$ cat src/verilog/sct_pkg.sv
// shared constants, types and mode decoding for the timeout counter block
package sct_pkg;

	// register offsets on the 4-bit host address
	localparam logic [3:0] ADDR_MODE_CONTROL = 4'h0;
	localparam logic [3:0] ADDR_COUNT_LOW    = 4'h1;
	localparam logic [3:0] ADDR_COUNT_MID    = 4'h2;
	localparam logic [3:0] ADDR_COUNT_HIGH   = 4'h3;
	localparam logic [3:0] ADDR_STATUS       = 4'h4;

	// reset values
	localparam logic [7:0] CONTROL_RESET = 8'h00;
	localparam logic [7:0] COUNT_RESET   = 8'h00;

	// status field positions
	localparam int STAT_FLAG_LOW  = 0;
	localparam int STAT_FLAG_HIGH = 1;
	localparam int STAT_RUN_LOW   = 2;
	localparam int STAT_RUN_HIGH  = 3;

	// control values
	localparam logic [7:0] CTL_STOP_ALL     = 8'h00;
	localparam logic [7:0] CTL_LO_RELOAD    = 8'h05;
	localparam logic [7:0] CTL_SW16         = 8'h61;
	localparam logic [7:0] CTL_SW16_RELOAD  = 8'h65;
	localparam logic [7:0] CTL_SW24         = 8'h68;
	localparam logic [7:0] CTL_SB16         = 8'h71;
	localparam logic [7:0] CTL_SB16_RELOAD  = 8'h75;
	localparam logic [7:0] CTL_SB24         = 8'h7C;
	localparam logic [7:0] CTL_LO_RXSTOP    = 8'h85;
	localparam logic [7:0] CTL_SW16_RXSTOP  = 8'hE5;
	localparam logic [7:0] CTL_RX16         = 8'hF1;
	localparam logic [7:0] CTL_RX16_RXSTOP  = 8'hF5;

	// timing counts in elementary time units
	localparam logic [3:0] AUTOSTOP_ETUS = 4'hC;
	localparam logic [3:0] GUARD_ETUS    = 4'hA;

	typedef enum logic [1:0] {
		LO_OFF,
		LO_RELOAD,
		LO_RXSTOP
	} sct_lo_mode_t;

	typedef enum logic [2:0] {
		UP_OFF,
		UP_SW16,
		UP_SB16,
		UP_RX16,
		UP_SW24,
		UP_SB24
	} sct_up_mode_t;

	typedef struct packed {
		sct_up_mode_t up;
		sct_lo_mode_t lo;
	} sct_cfg_t;

	// unlisted control values stop everything but are still stored
	function automatic sct_cfg_t sct_decode(input logic [7:0] v);
		sct_cfg_t c;
		c.up = UP_OFF;
		c.lo = LO_OFF;
		case (v)
			CTL_LO_RELOAD: begin
				c.lo = LO_RELOAD;
			end
			CTL_SW16: begin
				c.up = UP_SW16;
			end
			CTL_SW16_RELOAD: begin
				c.up = UP_SW16;
				c.lo = LO_RELOAD;
			end
			CTL_SW24: begin
				c.up = UP_SW24;
			end
			CTL_SB16: begin
				c.up = UP_SB16;
			end
			CTL_SB16_RELOAD: begin
				c.up = UP_SB16;
				c.lo = LO_RELOAD;
			end
			CTL_SB24: begin
				c.up = UP_SB24;
			end
			CTL_LO_RXSTOP: begin
				c.lo = LO_RXSTOP;
			end
			CTL_SW16_RXSTOP: begin
				c.up = UP_SW16;
				c.lo = LO_RXSTOP;
			end
			CTL_RX16: begin
				c.up = UP_RX16;
			end
			CTL_RX16_RXSTOP: begin
				c.up = UP_RX16;
				c.lo = LO_RXSTOP;
			end
			default: begin
				c.up = UP_OFF;
				c.lo = LO_OFF;
			end
		endcase
		return c;
	endfunction

endpackage

$ cat src/verilog/sct_timeout_counter.sv
// ETU timeout counter: one 24-bit or a 16-bit plus an 8-bit down counter
//
// Operation
// - one 24-bit or 16-bit plus 8-bit counter
// - software mode starts on control write
// - software count at zero: halt, flag, interrupt
// - 16-bit stop/restart keeps 8-bit running
// - compatible software value keeps running count
// - start bits start; 16/24-bit restart each
// - 8-bit reloads at zero except receive autostop in receive direction, wider ones stop
// - start-bit count registers load at next start
// - value 00h stops every counter
// - 05h: 8-bit autoreload, upper pair stopped
// - 61h: 16-bit software, 8-bit stopped
// - 65h: 16-bit software plus 8-bit autoreload
// - 68h: 24-bit software counter
// - 71h: 16-bit start-bit, 8-bit stopped
// - 75h: 16-bit start-bit plus 8-bit autoreload
// - 7Ch: 24-bit start-bit counter
// - 85h: 8-bit receive autostop after 12 ETU
// - E5h: 16-bit software, 8-bit receive autostop
// - F1h: 16-bit receive autostop, 8-bit stopped
// - F5h: both receive autostop, transmit start-bit
// - count one per ETU, card active
`timescale 1ns/100ps
module sct_timeout_counter (
	input  wire logic       clock,
	input  wire logic       reset_n,
	input  wire logic [3:0] reg_addr,
	input  wire logic [7:0] reg_wdata,
	input  wire logic       reg_wr,
	input  wire logic       reg_rd,
	output logic      [7:0] reg_rdata,
	input  wire logic       etu_tick,
	input  wire logic       card_active,
	input  wire logic       receive_direction,
	input  wire logic       card_serial_line,
	output logic            timeout_irq,
	output logic            timeout_flag_low,
	output logic            timeout_flag_high
);
	import sct_pkg::*;

	logic                rst_meta_r;
	logic                rst_n_r;
	logic [7:0]          ctl_r;
	logic [7:0]          hold_lo_r;
	logic [7:0]          hold_mid_r;
	logic [7:0]          hold_high_r;
	logic [7:0]          lo_cnt_r;
	logic [15:0]         hi_cnt_r;
	logic                lo_run_r;
	logic                hi_run_r;
	logic [3:0]          win_r;
	logic                flag_lo_r;
	logic                flag_hi_r;
	logic [7:0]          rdata_r;
	sct_cfg_t            cur;
	sct_cfg_t            nxt;
	logic                start_raw;
	logic                start;
	logic                tick;
	logic                wr_ctl;
	logic                rd_stat;
	logic                chain;
	logic [23:0]         cnt24;
	logic                hi_zero_next;
	logic                lo_zero_next;
	logic                hi_load;
	logic                hi_dec;
	logic                hi_term;
	logic                lo_load;
	logic                lo_dec;
	logic                lo_term;
	logic                win_end;
	logic                lo_reloads;

	// reset released through two flops
	always_ff @(posedge clock or negedge reset_n) begin
		if (!reset_n) begin
			rst_meta_r <= 1'b0;
			rst_n_r    <= 1'b0;
		end else begin
			rst_meta_r <= 1'b1;
			rst_n_r    <= rst_meta_r;
		end
	end

	sct_start_detect #(
		.GUARD(GUARD_ETUS)
	) u_start (
		.clock           (clock),
		.rst_n           (rst_n_r),
		.card_serial_line(card_serial_line),
		.etu_tick        (etu_tick),
		.start_pulse     (start_raw)
	);

	assign tick    = etu_tick && card_active;
	assign start   = start_raw && card_active;
	assign wr_ctl  = reg_wr && (reg_addr == ADDR_MODE_CONTROL);
	assign rd_stat = reg_rd && (reg_addr == ADDR_STATUS);
	assign cur     = sct_decode(ctl_r);
	assign nxt     = sct_decode(reg_wdata);
	assign chain   = (cur.up == UP_SW24) || (cur.up == UP_SB24);
	assign cnt24   = {hi_cnt_r, lo_cnt_r};

	// host registers; the count registers are reload values only
	always_ff @(posedge clock or negedge rst_n_r) begin
		if (!rst_n_r) begin
			ctl_r       <= CONTROL_RESET;
			hold_lo_r   <= COUNT_RESET;
			hold_mid_r  <= COUNT_RESET;
			hold_high_r <= COUNT_RESET;
		end else if (reg_wr) begin
			case (reg_addr)
				ADDR_MODE_CONTROL: begin
					ctl_r <= reg_wdata;
				end
				ADDR_COUNT_LOW: begin
					hold_lo_r <= reg_wdata;
				end
				ADDR_COUNT_MID: begin
					hold_mid_r <= reg_wdata;
				end
				ADDR_COUNT_HIGH: begin
					hold_high_r <= reg_wdata;
				end
				default: begin
				end
			endcase
		end
	end

	// receive autostop window, opened by the first received start bit
	always_ff @(posedge clock or negedge rst_n_r) begin
		if (!rst_n_r) begin
			win_r <= 4'h0;
		end else if (start && receive_direction && win_r == 4'h0) begin
			win_r <= AUTOSTOP_ETUS;
		end else if (win_r != 4'h0 && tick) begin
			win_r <= win_r - 4'h1;
		end
	end

	assign win_end = (win_r == 4'h1) && tick;

	// upper pair (or whole 24-bit chain) strobes
	assign hi_zero_next = chain ? (cnt24 <= 24'h000001) : (hi_cnt_r <= 16'h0001);

	always_comb begin
		hi_load = 1'b0;
		if (wr_ctl) begin
			// a compatible software value leaves a running count alone
			if ((nxt.up == UP_SW16 || nxt.up == UP_SW24) && !(hi_run_r && cur.up == nxt.up)) begin
				hi_load = 1'b1;
			end
		end else if (start) begin
			case (cur.up)
				UP_SB16, UP_SB24, UP_RX16: begin
					hi_load = 1'b1;
				end
				default: begin
					hi_load = 1'b0;
				end
			endcase
		end
	end

	assign hi_dec  = !wr_ctl && !hi_load && hi_run_r && tick;
	assign hi_term = hi_dec && hi_zero_next;

	// upper run state
	always_ff @(posedge clock or negedge rst_n_r) begin
		if (!rst_n_r) begin
			hi_run_r <= 1'b0;
		end else if (wr_ctl) begin
			if (nxt.up == UP_OFF) begin
				hi_run_r <= 1'b0;
			end else if (hi_load) begin
				hi_run_r <= 1'b1;
			end else if (nxt.up != cur.up) begin
				hi_run_r <= 1'b0;
			end
		end else if (hi_load) begin
			hi_run_r <= 1'b1;
		end else if (hi_term) begin
			hi_run_r <= 1'b0;
		end else if (win_end && cur.up == UP_RX16 && receive_direction) begin
			hi_run_r <= 1'b0;
		end
	end

	// lower 8-bit counter strobes
	assign lo_reloads   = (cur.lo == LO_RELOAD) || (cur.lo == LO_RXSTOP && !receive_direction);
	assign lo_zero_next = (lo_cnt_r <= 8'h01);

	always_comb begin
		lo_load = 1'b0;
		if (!wr_ctl && start && !lo_run_r && cur.lo != LO_OFF) begin
			lo_load = 1'b1;
		end
	end

	assign lo_dec  = !wr_ctl && !lo_load && lo_run_r && tick && !chain;
	assign lo_term = lo_dec && lo_zero_next;

	// lower run state
	always_ff @(posedge clock or negedge rst_n_r) begin
		if (!rst_n_r) begin
			lo_run_r <= 1'b0;
		end else if (wr_ctl) begin
			if (nxt.lo != cur.lo) begin
				lo_run_r <= 1'b0;
			end
		end else if (lo_load) begin
			lo_run_r <= 1'b1;
		end else if (lo_term && !lo_reloads) begin
			lo_run_r <= 1'b0;
		end else if (win_end && cur.lo == LO_RXSTOP && receive_direction) begin
			lo_run_r <= 1'b0;
		end
	end

	// counter values
	always_ff @(posedge clock or negedge rst_n_r) begin
		if (!rst_n_r) begin
			hi_cnt_r <= 16'h0000;
			lo_cnt_r <= 8'h00;
		end else begin
			if (hi_load) begin
				hi_cnt_r <= {hold_high_r, hold_mid_r};
				// a start bit must not reuse a stale write value as a 24-bit load
				if ((wr_ctl && nxt.up == UP_SW24) || (!wr_ctl && cur.up == UP_SB24)) begin
					lo_cnt_r <= hold_lo_r;
				end
			end else if (hi_dec && chain) begin
				if (cnt24 != 24'h000000) begin
					{hi_cnt_r, lo_cnt_r} <= cnt24 - 24'h000001;
				end
			end else if (hi_dec && hi_cnt_r != 16'h0000) begin
				hi_cnt_r <= hi_cnt_r - 16'h0001;
			end
			if (lo_load || (lo_term && lo_reloads)) begin
				lo_cnt_r <= hold_lo_r;
			end else if (lo_dec && lo_cnt_r != 8'h00) begin
				lo_cnt_r <= lo_cnt_r - 8'h01;
			end
		end
	end

	// timeout flags, cleared by a status read; a new timeout wins
	always_ff @(posedge clock or negedge rst_n_r) begin
		if (!rst_n_r) begin
			flag_lo_r <= 1'b0;
			flag_hi_r <= 1'b0;
		end else begin
			if (lo_term) begin
				flag_lo_r <= 1'b1;
			end else if (rd_stat) begin
				flag_lo_r <= 1'b0;
			end
			if (hi_term) begin
				flag_hi_r <= 1'b1;
			end else if (rd_stat) begin
				flag_hi_r <= 1'b0;
			end
		end
	end

	// read data registered one cycle after the strobe
	always_ff @(posedge clock or negedge rst_n_r) begin
		if (!rst_n_r) begin
			rdata_r <= 8'h00;
		end else if (reg_rd) begin
			case (reg_addr)
				ADDR_MODE_CONTROL: begin
					rdata_r <= ctl_r;
				end
				ADDR_COUNT_LOW: begin
					rdata_r <= hold_lo_r;
				end
				ADDR_COUNT_MID: begin
					rdata_r <= hold_mid_r;
				end
				ADDR_COUNT_HIGH: begin
					rdata_r <= hold_high_r;
				end
				ADDR_STATUS: begin
					rdata_r <= {4'h0, hi_run_r, lo_run_r, flag_hi_r, flag_lo_r};
				end
				default: begin
					rdata_r <= 8'h00;
				end
			endcase
		end
	end

	assign reg_rdata         = rdata_r;
	assign timeout_flag_low  = flag_lo_r;
	assign timeout_flag_high = flag_hi_r;
	assign timeout_irq       = flag_lo_r || flag_hi_r;

endmodule

$ cat src/verilog/sct_start_detect.sv
// start bit detector on the card serial line
`timescale 1ns/100ps
module sct_start_detect #(
	parameter logic [3:0] GUARD = sct_pkg::GUARD_ETUS
) (
	input  wire logic clock,
	input  wire logic rst_n,
	input  wire logic card_serial_line,
	input  wire logic etu_tick,
	output logic      start_pulse
);
	import sct_pkg::*;

	if (GUARD == 4'h0) begin : g_guard_check
		$error("guard must be at least one etu");
	end

	logic       sync1_r;
	logic       sync2_r;
	logic       prev_r;
	logic       armed_r;
	logic [3:0] guard_r;

	// two stages before anything looks at the pin
	always_ff @(posedge clock or negedge rst_n) begin
		if (!rst_n) begin
			sync1_r <= 1'b1;
			sync2_r <= 1'b1;
			prev_r  <= 1'b1;
		end else begin
			sync1_r <= card_serial_line;
			sync2_r <= sync1_r;
			prev_r  <= sync2_r;
		end
	end

	assign start_pulse = armed_r && prev_r && !sync2_r;

	// zero data bits inside a character must not look like new start bits
	always_ff @(posedge clock or negedge rst_n) begin
		if (!rst_n) begin
			armed_r <= 1'b0;
			guard_r <= 4'h0;
		end else if (start_pulse) begin
			armed_r <= 1'b0;
			guard_r <= GUARD;
		end else if (guard_r != 4'h0) begin
			if (etu_tick) begin
				guard_r <= guard_r - 4'h1;
			end
		end else if (sync2_r) begin
			armed_r <= 1'b1;
		end
	end

endmodule

$ cat config.mk
export PLATFORM = sky130hd
export DESIGN_NAME = sct_timeout_counter
export DESIGN_NICKNAME = d
export VERILOG_FILES = /design/src/verilog/sct_pkg.sv /design/src/verilog/sct_timeout_counter.sv /design/src/verilog/sct_start_detect.sv
export SDC_FILE = /design/constraint.sdc
export NUM_CORES = 1
export LEC_CHECK = 0
export ABC_CLOCK_PERIOD_IN_PS = 4800
export BUFFER_PORTS_ARGS = -buffer_cell sky130_fd_sc_hd__clkbuf_2
export CAP_MARGIN = 20
export CELL_PAD_IN_SITES_DETAIL_PLACEMENT = 1
export CELL_PAD_IN_SITES_GLOBAL_PLACEMENT = 2
export CORE_UTILIZATION = 42
export CTS_CLUSTER_SIZE = 12
export DETAILED_ROUTE_END_ITERATION = 10
export MAX_ROUTING_LAYER = met4
export PLACE_DENSITY_LB_ADDON = 0.1
export SYNTH_ARGS = -nofsm -noshare
export SYNTH_HDL_FRONTEND = slang
export SYNTH_SLANG_ARGS = --single-unit
$ cat constraint.sdc
create_clock -name clock -period 4.8 [get_ports clock]
set_input_delay 1.44 -clock clock [delete_from_list [all_inputs] [get_ports clock]]
set_output_delay 1.44 -clock clock [all_outputs]
set_load 0.03 [all_outputs]
==> results_dict.tcl <==
set metrics [dict create \
    ys.flop_type "dfrtp_1" \
    core_area_um2 10900 \
    crit_chain "clkbuf_2, or3b_4, nor4_4, xnor2_1, nor2_2, a311oi_2, nor2_1, buf_4, or4_1, nand3_1" \
    start_util_pct 43.3 \
    ys_seq_area_share_pct 43.6 \
    fp.dieW_um 108 \
    p_per_area_nw_per_um2 399 \
    antenna_found_initial 1 \
    grtUsageTotal_pct 25.0 \
    worst_slew_pin_slew_ns 0.805 \
    overflow 0 \
    wl_per_cell_um 19.9 \
    nets 543 \
    fillers 1268 \
    yosysTopAreaCell "dfrtp_1" \
    synth_area_leaders "dfrtp_1 42%, mux2_2 5.7%, nand2_1 4.1%" \
    seqCellArea_um2 2060 \
    port_buffers 30 \
    rsz0062_at_grt "false" \
    worstPathMaxFanout 9 \
    grt_pass1_vias 3943 \
    cts_setup_buffers 0 \
    clk_path_buf_depth 2 \
    h-tree-depth 3 \
    skew_ns 0.00819 \
    synth_area_per_cell_um2 9.69 \
    crit_path_start "reg_wdata[7]" \
    rows 38 \
    crit_family "simple AND/OR/NAND/NOR gates" \
    clk_latency_ns 0.37 \
    cts_tree "yes" \
    period_share_pct 74.6 \
    die_y_um 108 \
    relSlewSlack_pct 46.2 \
    cts-root-buf "clkbuf_8" \
    area_growth_pct 10.7 \
    async_flop_share_pct 100 \
    vias 3784 \
    synthesis.area_um2 4720 \
    slowest_stage "or3b_4" \
    ant_nets 0 \
    drive_gt1_share_pct 20.0 \
    finalHoldViolations 0 \
    period_minus_slack_ns 3.58 \
    grt_max_degree 81 \
    rr_startpoint "ctl_r[4]" \
    dr.pass1.iters 4 \
    hp-class "flip-flop to asynchronous set/reset pin" \
    synth_seq_cells 82 \
    ctsHoldBuffers 0 \
    netlist-cell-type-count 69 \
    worst_ep_required_time_ns 5.09 \
    slew_violations 0 \
    max_cap_violations 0 \
    setup_viol 0 \
    cp.arrival_ns 3.88 \
    irDropWorstVdd_mv 0.190 \
    cts.sinks 82 \
    worstReg2RegEnd "lo_cnt_r[3]" \
    dr.first_iter.drc_count 167 \
    drc 0 \
    die-area_um2 11700 \
    utilization_pct 47.9 \
    via_per_inst 5.72 \
    power_mw 2.08 \
    fin_setup_tns_ns 0 \
    routed_wl_um 13100 \
    synth_cells 487 \
    worst-r2r-setup-slack_ns 1.85 \
    status "complete, no violations" \
    critPathKind "primary input to flip-flop" \
    ys_warn_count 0 \
    grt_pass1_wl_um 21100 \
    clkSlewWorstSetupHoldPaths_ns 0.08 \
    r2r_cells 9 \
    synth_top_area_share_pct 41.9 \
    synth_edf_count 0 \
    dpl.hpwl_um 9860 \
    preCtsSetupSlack_ns 0.881 \
    fmaxAchievable_mhz 279 \
    syn-num-nets 515 \
    multi_input_area_um2 2470 \
    cts_resized 0 \
    final.setup.worst_slack_ns 1.22 \
    gp_congestion 0.848 \
    cts_buffers 9 \
    p_leak_nw 2.21 \
    cp-end-kind "flip-flop" \
    path_buf_inv 2 \
    boundaryPins 31 \
    slowest_delay_ns 0.45 \
    crit_path_start_kind "primary input" \
]
## layout make-up
class	count	area share, %
antenna	1	0.0479
clock buffer	11	2.71
clock inverter	5	1.20
inverter	25	1.80
multi-input combinational	361	47.3
sequential	82	39.5
tap	140	3.36
timing repair buffer	36	4.12
## worst max-delay path by stage
stage | endpoint | slack [ns] | cells after the start
final | lo_cnt_r[3] | 1.22 | 10
after global routing | lo_cnt_r[3] | 1.11 | 10
after CTS | lo_cnt_r[3] | 1.27 | 10
after detailed placement | lo_cnt_r[6] | 0.88 | 8
after global placement | lo_cnt_r[3] | 0.94 | 10
after floorplan | lo_cnt_r[2] | 1.25 | 10
## per-layer routing
metal,wire (µm),global-route usage [%],up-vias
li1,-,-,1782
met1,6200,33.0,1939
met2,6170,38.0,49
met3,474,4.76,14
met4,280,9.78,0
met5,0,-,-
## metrics by stage
| stage | cell area, µm² | hold WS [ns] | cells |
|---|---|---|---|
| floorplan | 4720 | 0.331 | 487 |
| detailed placement | 4990 | 0.339 | 643 |
| global placement | 4990 | 0.341 | 643 |
| global route | 5220 | 0.233 | 661 |
| finish | 5220 | 0.211 | 661 |
| CTS | 5190 | 0.360 | 659 |
## layout by cell type, fill, tap and decap left out, drive strengths merged, types with 8 or more instances in the layout
cell,count
o21ai,23
inv,26
mux2,24
mux4,8
clkbuf,41
xnor2,16
ha,8
dfrtp,79
xor2,10
nor2,51
nor3,11
nand2,51
nand3,20
nand2b,9
a21oi,23
## power by group
group          switching, mW  internal, mW  total (mW)
registers              0.198         0.857        1.05
logic                  0.250         0.252       0.502
clock network          0.267         0.258       0.525
## flip-flops by register name (all words and copies together) (netlist names), 4 cells and up
register,cells
hi_cnt_r,16
ctl_r,8
hold_high_r,8
hold_lo_r,8
hold_mid_r,8
lo_cnt_r,8
reg_rdata,8
u_start.guard_r,4
win_r,4
## cells in the mapped netlist, types with 3 or more instances
cell type	number
nand4b_1	4
mux4_2	8
nor4_1	5
inv_1	25
and3_1	6
nand3_1	20
dfrtp_1	79
nor2b_1	5
xnor2_1	16
a22oi_1	4
o21ai_0	23
nor2_1	49
buf_2	9
xor2_1	10
a211o_1	4
mux2_2	24
a2bb2oi_1	3
nand3b_1	4
clkbuf_1	7
nand4_1	6
or4_1	6
o22ai_1	4
ha_1	8
or3_1	5
nand2b_1	9
nor3_1	11
a21oi_1	22
nand2_1	51
dfstp_2	3
a21o_1	5
and2_1	5
## cell families (layout without fill, tap and decap cells)
family | count (synthesis) | after routing | share of synthesized area [%]
compound gates | 86 | 86 | 12.2
xor+xnor | 26 | 26 | 4.83
fa+ha+maj | 8 | 8 | 2.12
buf+inv | 44 | 77 | 4.14
flops | 82 | 82 | 43.6
mux | 33 | 33 | 9.76
other cells | 1 | 2 | 0.0795
simple gates | 207 | 207 | 23.3
## worst register-to-register path, cell delays in order (launching register included)
cell and delay, ns:
dfrtp_1 0.51, nor3_1 0.23, o2111ai_1 0.36, a2111oi_0 0.64, o21a_1 0.19, a211o_1 0.14
nor2_1 0.11, buf_4 0.20, or4_1 0.41, nand3_1 0.11
Power figures use the tool's default switching activity.
